`src/core/int_flag_consts.vh`:
```
`ifndef INT_FLAG_CONSTS_VH
`define INT_FLAG_CONSTS_VH
`define ADDR_W 4
`define DATA_W 16
`define ADDR_FLAGS_A 4'h0
`define ADDR_USB_FLAGS 4'h1
`define BIT_CHARGE_TIME 13
`define BIT_LOW_VOLTAGE 8
`define BIT_CRC 3
`define BIT_UART2_ERR 2
`define BIT_UART1_ERR 1
`define BIT_USB 6
`define FLAGS_A_MASK 16'h210e
`define USB_FLAGS_MASK 16'h0040
`define FLAGS_RESET 16'h0000
`define FLAG_RESET_BIT 1'h0
`define FLAG_SET_BIT 1'h1
`endif

```
`src/core/interrupt_flag_status_bank.v`:
```
// Summary of operation
// - usb event flag is bit 6 of usb_event_flags, set by usb request
// - each flag latches 1 on its request and holds it until software writes 0 or reset
// - usb_event_flags bits 15..7 hold nothing and read zero
// - usb_event_flags bits 5..0 hold nothing and read zero
`timescale 1ns/100ps
`include "int_flag_consts.vh"
module interrupt_flag_status_bank (
    core_clk,
    reset_n,
    reg_addr,
    reg_wdata,
    reg_write,
    reg_read,
    reg_rdata,
    charge_time_req,
    low_voltage_req,
    crc_req,
    serial_port_two_error_req,
    serial_port_one_error_req,
    usb_req,
    peripheral_event_flags_a,
    usb_event_flags
);
    input wire core_clk;
    input wire reset_n;
    input wire [`ADDR_W-1:0] reg_addr;
    input wire [`DATA_W-1:0] reg_wdata;
    input wire reg_write;
    input wire reg_read;
    output reg [`DATA_W-1:0] reg_rdata;
    input wire charge_time_req;
    input wire low_voltage_req;
    input wire crc_req;
    input wire serial_port_two_error_req;
    input wire serial_port_one_error_req;
    input wire usb_req;
    output wire [`DATA_W-1:0] peripheral_event_flags_a;
    output wire [`DATA_W-1:0] usb_event_flags;

    reg wr_flags_a;
    reg wr_usb_flags;
    reg rd_flags_a;
    reg rd_usb_flags;
    reg [`DATA_W-1:0] flags_a_view;
    reg [`DATA_W-1:0] usb_flags_view;
    reg [`DATA_W-1:0] rdata_d;
    wire charge_time_event_flag;
    wire low_voltage_event_flag;
    wire crc_event_flag;
    wire serial_port_two_error_flag;
    wire serial_port_one_error_flag;
    wire usb_event_flag;

    // one write strobe per register; unmapped addresses strobe nothing
    always @* begin
        wr_flags_a = 1'h0;
        wr_usb_flags = 1'h0;
        if (reg_write && reg_addr == `ADDR_FLAGS_A) begin
            wr_flags_a = 1'h1;
        end else if (reg_write && reg_addr == `ADDR_USB_FLAGS) begin
            wr_usb_flags = 1'h1;
        end
    end

    // read decode kept apart so a write never disturbs read data
    always @* begin
        rd_flags_a = 1'h0;
        rd_usb_flags = 1'h0;
        if (reg_read && reg_addr == `ADDR_FLAGS_A) begin
            rd_flags_a = 1'h1;
        end else if (reg_read && reg_addr == `ADDR_USB_FLAGS) begin
            rd_usb_flags = 1'h1;
        end
    end

    // requests come from peripherals on core_clk, so no synchroniser
    // first register: five live positions
    flag_cell #(
        .RESET_VALUE(`FLAG_RESET_BIT)
    ) charge_time_cell_inst (
        .core_clk(core_clk),
        .reset_n(reset_n),
        .set_req(charge_time_req),
        .wr_en(wr_flags_a),
        .wr_bit(reg_wdata[`BIT_CHARGE_TIME]),
        .flag_q(charge_time_event_flag)
    );

    flag_cell #(
        .RESET_VALUE(`FLAG_RESET_BIT)
    ) low_voltage_cell_inst (
        .core_clk(core_clk),
        .reset_n(reset_n),
        .set_req(low_voltage_req),
        .wr_en(wr_flags_a),
        .wr_bit(reg_wdata[`BIT_LOW_VOLTAGE]),
        .flag_q(low_voltage_event_flag)
    );

    flag_cell #(
        .RESET_VALUE(`FLAG_RESET_BIT)
    ) crc_cell_inst (
        .core_clk(core_clk),
        .reset_n(reset_n),
        .set_req(crc_req),
        .wr_en(wr_flags_a),
        .wr_bit(reg_wdata[`BIT_CRC]),
        .flag_q(crc_event_flag)
    );

    flag_cell #(
        .RESET_VALUE(`FLAG_RESET_BIT)
    ) serial_two_cell_inst (
        .core_clk(core_clk),
        .reset_n(reset_n),
        .set_req(serial_port_two_error_req),
        .wr_en(wr_flags_a),
        .wr_bit(reg_wdata[`BIT_UART2_ERR]),
        .flag_q(serial_port_two_error_flag)
    );

    flag_cell #(
        .RESET_VALUE(`FLAG_RESET_BIT)
    ) serial_one_cell_inst (
        .core_clk(core_clk),
        .reset_n(reset_n),
        .set_req(serial_port_one_error_req),
        .wr_en(wr_flags_a),
        .wr_bit(reg_wdata[`BIT_UART1_ERR]),
        .flag_q(serial_port_one_error_flag)
    );

    // second register: a single live position
    flag_cell #(
        .RESET_VALUE(`FLAG_RESET_BIT)
    ) usb_cell_inst (
        .core_clk(core_clk),
        .reset_n(reset_n),
        .set_req(usb_req),
        .wr_en(wr_usb_flags),
        .wr_bit(reg_wdata[`BIT_USB]),
        .flag_q(usb_event_flag)
    );

    // unimplemented positions are constant zero, so writes to them vanish
    always @* begin
        flags_a_view = `FLAGS_RESET;
        flags_a_view[`BIT_CHARGE_TIME] = charge_time_event_flag;
        flags_a_view[`BIT_LOW_VOLTAGE] = low_voltage_event_flag;
        flags_a_view[`BIT_CRC] = crc_event_flag;
        flags_a_view[`BIT_UART2_ERR] = serial_port_two_error_flag;
        flags_a_view[`BIT_UART1_ERR] = serial_port_one_error_flag;
        usb_flags_view = `FLAGS_RESET;
        usb_flags_view[`BIT_USB] = usb_event_flag;
    end

    // unmapped reads and idle cycles give zero
    always @* begin
        rdata_d = `FLAGS_RESET;
        if (rd_flags_a) begin
            rdata_d = flags_a_view;
        end else if (rd_usb_flags) begin
            rdata_d = usb_flags_view;
        end
    end

    // read data stands one cycle for each cycle that reg_read is held, then falls back to zero
    always @(posedge core_clk) begin
        if (!reset_n) begin
            reg_rdata <= `FLAGS_RESET;
        end else begin
            reg_rdata <= rdata_d;
        end
    end

    // flag views also leave the block for the vectoring logic
    assign peripheral_event_flags_a = flags_a_view;
    assign usb_event_flags = usb_flags_view;
endmodule // interrupt_flag_status_bank

// one latched request flag, shared by every implemented position
module flag_cell #(
    parameter RESET_VALUE = `FLAG_RESET_BIT
) (
    core_clk,
    reset_n,
    set_req,
    wr_en,
    wr_bit,
    flag_q
);
    input wire core_clk;
    input wire reset_n;
    input wire set_req;
    input wire wr_en;
    input wire wr_bit;
    output reg flag_q;

    // all flags clear at reset; kept a parameter for reuse
    reg flag_d;

    // software may also write ones, which sets a flag as on the real bank
    always @* begin
        flag_d = flag_q;
        if (wr_en) begin
            flag_d = wr_bit;
        end
        // set last so a same-cycle clear can never swallow an event
        if (set_req) begin
            flag_d = `FLAG_SET_BIT;
        end
    end

    always @(posedge core_clk) begin
        if (!reset_n) begin
            flag_q <= RESET_VALUE;
        end else begin
            flag_q <= flag_d;
        end
    end
endmodule // flag_cell

```
`config.mk`:
```
export PLATFORM = sky130hd
export DESIGN_NAME = interrupt_flag_status_bank
export DESIGN_NICKNAME = d
export VERILOG_FILES = /design/src/core/interrupt_flag_status_bank.v
export VERILOG_INCLUDE_DIRS = /design/src /design/src/core
export SDC_FILE = /design/constraint.sdc
export NUM_CORES = 1
export LEC_CHECK = 0
export BUFFER_PORTS_ARGS = -buffer_cell sky130_fd_sc_hd__buf_2
export CORE_ASPECT_RATIO = 0.5
export CORE_MARGIN = 2
export CORE_UTILIZATION = 30
export CTS_CLUSTER_SIZE = 20
export DETAILED_ROUTE_END_ITERATION = 12
export PLACE_DENSITY_LB_ADDON = 0.12
export SYNTH_ARGS = -nofsm -noshare
export SYNTH_HDL_FRONTEND = slang
export SYNTH_SLANG_ARGS = --single-unit
```
`constraint.sdc`:
```
create_clock -name core_clk -period 3.2 [get_ports core_clk]
set_clock_uncertainty 0.05 [all_clocks]
set_input_delay 0.32 -clock core_clk [delete_from_list [all_inputs] [get_ports core_clk]]
set_output_delay 0.32 -clock core_clk [all_outputs]
set_load 0.01 [all_outputs]
```
==> results.toml, run 1 <==
[sta]
final_max_slew_viol_count = 0
worstMarginPinSlew_ps = 855.0
finalCriticalPeriod_ps = 1572
setup_violations = 0
post-route-period-util_pct = 49.14
final_hold_viol_count = 0
rsz0062_at_grt = "false"
slew_headroom_pct = 42.53
worst_slack_ps = 1628
timing.fmax_mhz = 635.9
fin_tns_setup_ps = 0

[placed_design]
hpwl_um = 988.5
io_buffers = 31
gp_routability_congestion = 0.6398
pre_cts_slack_ps = 1340
placed_area_um2 = 792.0

[critical_path]
cp-startpoint = "reg_addr[3]"
worstSetupEndpointType = "flop"
timing.critical_path.cells = "buf_2 -> nor4_2 -> a21boi_1 -> o31a_1"
cp_top_family = "simple AND/OR/NAND/NOR gates"
path_buf_inv = 1
cp-start-kind = "input pin"
regToRegStartpoint = "serial_two_cell_inst.flag_q$_SDFFE_PN0P_"
worstSetupPathType = "input pin to flop"
cp_max_fo = 11
worst_path_largest_cell_delay_ps = 760
cp.required_ps = 3280
cpMaxStageDelayCell = "nor4_2"
critical_path_arrival_ps = 1650

[routing]
routedWlPerCell_um = 8.612
first_iter_violations = 12
viasPerCell = 3.537
drc = 0
dr.pass1.iters = 4
vias = 520
ant_nets = 0
drt_wl_total_um = 1266

[clocking]
cts-htree-levels = 1
cts_root_buffer = "clkbuf_8"
postCtsSetupRepairBufs = 0
cts_resized = 0
clk-insertion-delay-late_ps = 240
numCtsBuffers = 3
hold_buffers = 0
cts.reportedPaths.clkPinSlew_ps = 50
clock_sinks = 12
cts_tree = "built"
cts_buffer_depth = 2

[hold_path]
hp-class = "input pin to flop"
hold_start = "charge_time_req"

[grt]
grt_first_pass_wirelength_um = 1738
grt_max_degree = 13
overflow = 0
antenna_found_initial = 0
track_usage_pct = 7.812
grt_pass1_vias = 373

[synth]
synthTopCellsByCount = "43 x buf_4, 12 x dfxtp_1, 6 x a21boi_1, 6 x o31a_1"
syn_avg_cell_area_um2 = 9.399
synth_most_common_cell = "buf_4"
ys.flop_type = "dfxtp_1"
ys_seq_area_share_pct = 30.43
ys_warn_count = 0
synth_cells = 84
yosys.area.top_type_share_pct = 40.89
synth_edf_count = 0
ys_types = 13
synth_area_leaders = "buf_4 41%, dfxtp_1 30%, o31a_1 6.7%"
netlist_area_um2 = 789.5
ys_ff_latch = 12
synth-async-reset-ratio_pct = 0
yosys.area.top_type = "buf_4"

[pwr]
leakage_uw = 0.0004715
ir_worst_vdd_uv = 165.1
pwr_density_cell_mw_per_mm2 = 449.8

[layout]
drive_gt1_share_pct = 35.45
multi_input_area_um2 = 350.3
n_antenna_cell = 0
nNetsFinal = 141
regArea_um2 = 240.2
num-fill-cells = 276
stdcell_area_um2 = 847.1
area_delta_synth_final_pct = 7.290

[floorplanning]
fp-row-count = 13
start_util_pct = 30.92
die_area_mm2 = 0.003083
fp.coreArea_mm2 = 0.002554
dieWidth_um = 76.55
io_pins = 78
die_h_um = 40.28

[run]
drv_cap = 0

[outcome]
outcome = "completed"
==> layout by cell type (no fill, tap or decap) <==
master / synthesis / layout
and3_4: 1 / 1
nor4b_2: 1 / 1
a21boi_1: 6 / 6
and3_2: 1 / 1
and3_1: 5 / 5
clkbuf_8: 0 / 4
buf_2: 0 / 31
dfxtp_1: 12 / 12
and4_1: 1 / 1
conb_1: 1 / 36
o31a_1: 6 / 6
nor4_2: 1 / 1
and2_1: 5 / 5
==> power by group <==
part | internal [uW] | switching, uW
clock network | 109 | 57.4
logic | 20.4 | 35.7
registers | 156 | 3.26
total | 285 | 96.3
==> worst register-to-register path, cell delays in order, from the launching register on <==
cell and delay, ps:
dfxtp_1 320, a21boi_1 130, o31a_1 300
==> flip-flops by register name, summed over array words and instances, names as in the netlist <==
name	count
reg_rdata	6
serial_one_cell_inst.flag_q	1
crc_cell_inst.flag_q	1
low_voltage_cell_inst.flag_q	1
usb_cell_inst.flag_q	1
charge_time_cell_inst.flag_q	1
serial_two_cell_inst.flag_q	1
==> final cells by class <==
type	instances	share of cell area [%]
clock buffer	4	6.499
tap	37	5.465
sequential	12	28.36
timing repair buffer	31	18.32
multi-input combinational	63	41.36
==> metrics by stage <==
step	util [%]	total power (uW)	instances	hold WS [ps]
after detailed placement	31.01	217.7	143	410.0
after global routing	33.17	397.1	147	243.1
after global placement	31.01	217.6	143	413.8
after floorplan	-	236.5	119	397.4
after CTS	33.17	386.7	147	242.8
final	33.17	381.0	147	248.4
==> logic make-up after synthesis <==
| family | synth area share, % |
|---|---|
| other | 0.4750 |
| AOI/OAI and AO/OA | 12.36 |
| DFF | 30.43 |
| and+or+nand+nor | 14.90 |
| buffers and inverters | 41.84 |
==> final timing paths <==
path | end | slack, ps | cells after the start
hold / removal | charge_time_cell_inst.flag_q$_SDFFE_PN0P_ | 250 | 2
setup / recovery | serial_two_cell_inst.flag_q$_SDFFE_PN0P_ | 1630 | 4
setup reg to reg | serial_two_cell_inst.flag_q$_SDFFE_PN0P_ | 2290 | 2
hold reg to reg | reg_rdata[13]$_SDFF_PN0_ | 420 | 1
==> routing by layer <==
metal	GRT usage [%]	part of all wire [%]
met2	12.83	48
met4	5.455	0.63
met1	8.190	38
met5	0	0
met3	4.279	13
Note: power is estimated with default switching activity, not from simulation.
==> run 2: changes to the inputs <==
--- a/config.mk
+++ b/config.mk
@@ -6,6 +6,7 @@
 export SDC_FILE = /design/constraint.sdc
 export NUM_CORES = 1
 export LEC_CHECK = 0
+export ABC_AREA = 1
 export BUFFER_PORTS_ARGS = -buffer_cell sky130_fd_sc_hd__buf_2
 export CORE_ASPECT_RATIO = 0.5
 export CORE_MARGIN = 2
==> constraint.sdc (replaced) <==
create_clock -name core_clk -period 1.4 [get_ports core_clk]
set_clock_uncertainty 0.05 [all_clocks]
set_input_delay 0.14 -clock core_clk [delete_from_list [all_inputs] [get_ports core_clk]]
set_output_delay 0.14 -clock core_clk [all_outputs]
set_load 0.01 [all_outputs]
==> run 2 against run 1 <==
Net effect:
- clock power increased by 120%
- power increased by 130%
- clock-buffer cell count unchanged
- highest routed layer is now met3
- synthesized cell count increased by 33%
- via count increased by 13%
- largest power group unchanged
- flip-flop and latch count unchanged
- first-iteration DRC count decreased by 8.3%
- global-route usage about the same
- largest cell class unchanged
- critical endpoint is now peripheral_event_flags_a[8]
- non-clock buffer count unchanged
- cell count increased by 20%
- worst setup slack got worse by 1200 ps
- utilization increased by 1.3 points
==> results.toml, run 2 <==
[grt]
grt_first_pass_wirelength_um = 1800
grt_pass1_vias = 406
antenna_found_initial = 0
grt_max_degree = 11
track_usage_pct = 7.774
overflow = 0

[routing]
ant_nets = 0
drt_wl_total_um = 1299
drc = 0
routedWlPerCell_um = 7.339
viasPerCell = 3.305
dr.pass1.iters = 4
first_iter_violations = 11
vias = 585

[sta]
fin_tns_setup_ps = 0
setup_violations = 0
final_hold_viol_count = 0
final_max_slew_viol_count = 0
timing.fmax_mhz = 1063
finalCriticalPeriod_ps = 941.1
rsz0062_at_grt = "false"
post-route-period-util_pct = 67.22

[synth]
synth_edf_count = 0
ys_types = 13
netlist_area_um2 = 824.5
ys_ff_latch = 12
synth_area_leaders = "buf_4 38%, dfxtp_1 29%, nand2_1 8.2%"
ys.flop_type = "dfxtp_1"
synthTopCellsByCount = "42 x buf_4, 18 x nand2_1, 14 x inv_1, 12 x dfxtp_1, 7 x nor2_1"
ys_warn_count = 0
synth_most_common_cell = "buf_4"
synth_cells = 112
ys_seq_area_share_pct = 29.14
yosys.area.top_type = "buf_4"
yosys.area.top_type_share_pct = 38.24
syn_avg_cell_area_um2 = 7.362
synth-async-reset-ratio_pct = 0

[critical_path]
worst_path_largest_cell_delay_ps = 360
worstSetupPathType = "flop to output port"
cpMaxStageDelayCell = "dfxtp_1"
rr_worst_depth = 4
critical_path_arrival_ps = 750
cp_top_family = "flip-flops"
timing.critical_path.cells = "buf_2"
cp.required_ps = 1210
cp-start-kind = "flop"
regToRegStartpoint = "usb_cell_inst.flag_q$_SDFFE_PN0P_"
worstSetupEndpointType = "output port"
worstReg2RegEnd = "usb_cell_inst.flag_q$_SDFFE_PN0P_"
path_buf_inv = 1
worst-r2r-setup-slack_ps = 720
cp_max_fo = 3

[pwr]
ir_worst_vdd_uv = 366.5
pwr_density_cell_mw_per_mm2 = 988.2
leakage_uw = 0.0005373

[layout]
num-fill-cells = 300
final_common_cell = "conb_1"
drive_gt1_share_pct = 30.71
regMostFlops = "reg_rdata"
nNetsFinal = 171
largest_reg_flops = 6
stdcell_area_um2 = 897.1
area_delta_synth_final_pct = 8.801
layout_common_cells = "36 x conb_1, 31 x buf_2, 18 x nand2_1, 14 x inv_1, 12 x dfxtp_1"
n_antenna_cell = 0

[floorplanning]
fp-row-count = 13
start_util_pct = 31.68
io_pins = 78
die_h_um = 41.07
dieWidth_um = 78.14
fp.coreArea_mm2 = 0.002603
die_area_mm2 = 0.003209

[clocking]
cts-htree-levels = 1
clock_sinks = 12
clk-insertion-delay-late_ps = 240
cts.reportedPaths.clkPinSlew_ps = 50
postCtsSetupRepairBufs = 0
cts_buffer_depth = 2
cts_resized = 0
cts_tree = "built"
numCtsBuffers = 3
hold_buffers = 0
cts_root_buffer = "clkbuf_8"

[outcome]
outcome = "completed"

[placed_design]
io_buffers = 31
gp_routability_congestion = 0.6255
hpwl_um = 1081
placed_area_um2 = 842.1

[hold_path]
hold_start = "reset_n"
holdPathStages = 3
hp-class = "input pin to flop"
min_to = "usb_cell_inst.flag_q$_SDFFE_PN0P_"

[run]
drv_cap = 0
run 2: worst max path at each step:
stage | startpoint | end | slack [ps] | cells past startpoint
CTS | low_voltage_cell_inst.flag_q$_SDFFE_PN0P_ | peripheral_event_flags_a[8] | 440 | 1
detailed placement | reg_addr[3] | low_voltage_cell_inst.flag_q$_SDFFE_PN0P_ | 450 | 6
floorplan | reg_addr[1] | charge_time_cell_inst.flag_q$_SDFFE_PN0P_ | 670 | 5
global route | low_voltage_cell_inst.flag_q$_SDFFE_PN0P_ | peripheral_event_flags_a[8] | 400 | 1
global placement | reg_addr[3] | charge_time_cell_inst.flag_q$_SDFFE_PN0P_ | 440 | 6
finish | low_voltage_cell_inst.flag_q$_SDFFE_PN0P_ | peripheral_event_flags_a[8] | 460 | 1
run 2: tightest hold or removal path, cell delays in order:
cell	delay, ps
buf_2	110
nand2_1	60
inv_1	40
run 2: per-stage QoR:
| stage | setup slack [ps] | instances | hold WS (ps) | power [uW] | util, % |
|---|---|---|---|---|---|
| floorplan | 666.5 | 147 | 187.6 | 559.6 | - |
| global placement | 442.4 | 173 | 333.8 | 520.1 | 32.36 |
| detailed placement | 446.9 | 173 | 335.7 | 520.3 | 32.36 |
| CTS | 444.6 | 177 | 89.92 | 900.1 | 34.47 |
| global route | 403.3 | 177 | 116.2 | 945.8 | 34.47 |
| finish | 458.9 | 177 | 90.62 | 886.5 | 34.47 |
run 2: area by class of cell:
type	instances	area [um^2]	area share [%]
well taps	37	46.29	5.160
flip-flops and latches	12	240.2	26.78
inverters	14	52.55	5.858
repair buffers	31	155.1	17.29
clock buffers	4	55.05	6.137
multi-input cells	79	347.8	38.77
run 2: metal layers:
layer  up-vias  wire length [um]  track usage [%]
li1        314                 -                -
met1       236               576            9.161
met2        35               549            12.28
met3         0               173            4.405
met4         0                 0            2.632
met5         -                 0                0
run 2: kinds of logic (layout without fill, tap and decap cells):
family | count (synthesis) | count (layout) | share of synthesized area (%)
AO/OA/AOI/OAI | 5 | 5 | 3.034
AND/OR/NAND/NOR | 38 | 38 | 22.76
flip-flops | 12 | 12 | 29.14
buffers and inverters | 56 | 49 | 44.61
other | 1 | 36 | 0.4548
run 2: where the power goes:
| part | switching, uW | internal, uW |
|---|---|---|
| logic | 96.2 | 50.7 |
| registers | 10.3 | 357 |
| clock network | 125 | 248 |
==> run 3: changes to the inputs <==
==> constraint.sdc (replaced) <==
create_clock -name core_clk -period 0.8 [get_ports core_clk]
set_clock_uncertainty 0.05 [all_clocks]
set_input_delay 0.08 -clock core_clk [delete_from_list [all_inputs] [get_ports core_clk]]
set_output_delay 0.08 -clock core_clk [all_outputs]
set_load 0.01 [all_outputs]
==> run 3 against run 2 <==
Net effect:
- the flow now finishes with violations (setup timing)
- largest cell class unchanged
- non-clock buffer count is 6 higher
- sequential power is 77% higher
- cell count is 3.4% higher
- clock power is 70% higher
- utilization is 3.7 points higher
- die area stayed put
- clock-buffer cell count stayed put
- via count is 4.3% higher
- first-iteration DRC count is 36% lower
- worst setup slack worse by 470 ps
- cell area is 11% higher
- power is 81% higher
==> results.toml, run 3 (synthesis results as in run 2) <==
[layout]
regMostFlops = "reg_rdata"
largest_reg_flops = 6
layout_common_cells = "36 x conb_1, 24 x buf_2, 18 x nand2_1, 14 x inv_1"
area_delta_synth_final_pct = 20.64
stdcell_count = 183
final_common_cell = "conb_1"
n_antenna_cell = 0
drive_gt1_share_pct = 38.36
num-fill-cells = 297
final_util_pct = 38.22
nNetsFinal = 177
stdcell_area_um2 = 994.7

[routing]
ant_nets = 0
dr.pass1.iters = 4
routedWlPerCell_um = 7.525
drt_wl_total_um = 1377
vias = 610
drc = 0
first_iter_violations = 7
viasPerCell = 3.333

[clocking]
cts_root_buffer = "clkbuf_8"
cts_buffer_depth = 2
hold_buffers = 0
cts.reportedPaths.clkPinSlew_ps = 50
numCtsBuffers = 3
cts-htree-levels = 1
cts_tree = "built"
clk-insertion-delay-late_ps = 240
clock_sinks = 12

[sta]
finalCriticalPeriod_ps = 809.5
timing.fmax_mhz = 1235
post-route-period-util_pct = 101.2
final_hold_viol_count = 0
fin_tns_setup_ps = -34.49
rsz0062_at_grt = "true"
worst_slack_ps = -9.471
setup_violations = 4
final_max_slew_viol_count = 0

[critical_path]
cp.required_ps = 670
worstSetupEndpointType = "output port"
critical_path_arrival_ps = 680
cpMaxStageDelayCell = "dfxtp_2"
cp-start-kind = "flop"
timing.critical_path.cells = "buf_6"
cp_max_fo = 3
worst_path_largest_cell_delay_ps = 340
worstSetupPathType = "flop to output port"
path_buf_inv = 1
regToRegStartpoint = "low_voltage_cell_inst.flag_q$_SDFFE_PN0P_"
cp_top_family = "flip-flops"
cp-startpoint = "crc_cell_inst.flag_q$_SDFFE_PN0P_"

[grt]
met2_usage_pct = 12.72
grt_max_degree = 11
grt_pass1_vias = 474
gr-usage-met1_pct = 11.00
grt_first_pass_wirelength_um = 2007
use_met3_pct = 4.846
top_usage_layer = "met2"
antenna_found_initial = 0
overflow = 0
track_usage_pct = 8.540

[placed_design]
dp.cells = 174
gp_routability_congestion = 0.6154
hpwl_um = 1088
pre_cts_slack_ps = -116.1
io_buffers = 31
placed_area_um2 = 849.6

[floorplanning]
fp-row-count = 13
fp.coreArea_mm2 = 0.002603
dieWidth_um = 78.14
io_pins = 78
start_util_pct = 31.68
die_h_um = 41.07
die_area_mm2 = 0.003209

[pwr]
leakage_uw = 0.0005790
pwr_density_cell_mw_per_mm2 = 1615
ir_worst_vdd_uv = 602.5

[run]
drv_cap = 0

[outcome]
violations = "setup timing"
outcome = "finished with violations"

[hold_path]
hp-class = "input pin to flop"
hold_start = "reset_n"
## run 3: cell count changes in the layout (fill, tap and decap cells not counted)
| cell | change |
|---|---|
| buf_2 | -7 |
| buf_4 | +6 |
| buf_6 | +7 |
| dfxtp_1 | -7 |
| dfxtp_2 | +7 |
## run 3: repair_timing
| item | 4_1_cts | 5_1_grt |
|---|---|---|
| hold endpoints to repair | 0 | 0 |
| setup buffers | 4 | 1 |
| endpoints found under the setup margin | 8 | 12 |
| gates resized for setup | 12 | 2 |
## run 3: final cells by class
cell class	count	area [um^2]	share of cell area, %
inverter	14	52.55	5.283
multi-input combinational	79	347.8	34.97
clock buffer	4	55.05	5.535
sequential	12	249.0	25.03
timing repair buffer	37	244.0	24.53
tap	37	46.29	4.654
## run 3: power by group
group          switching (uW)  internal [uW]
clock network             200            433
registers                20.8            630
logic                     181            142
## run 3: worst paths after layout
| path | to | slack (ps) | depth (start not counted) |
|---|---|---|---|
| hold reg to reg | reg_rdata[3]$_SDFF_PN0_ | 410 | 2 |
| setup reg to reg | low_voltage_cell_inst.flag_q$_SDFFE_PN0P_ | 40 | 3 |
| hold / removal | usb_cell_inst.flag_q$_SDFFE_PN0P_ | 30 | 3 |
| setup / recovery | peripheral_event_flags_a[3] | -9 | 1 |
## run 3: layer usage
layer,part of all wire (%),vias up
li1,-,324
met1,46,247
met2,40,39
met3,14,0
met4,0,0
met5,0,-
## run 3: through the flow
stage	hold WS [ps]	power, uW
2_1_floorplan	127.6	979.3
3_3_place_gp	272.5	914.0
3_5_place_dp	274.0	915.9
4_1_cts	30.56	1622
5_1_grt	44.66	1710
6_report	27.90	1607
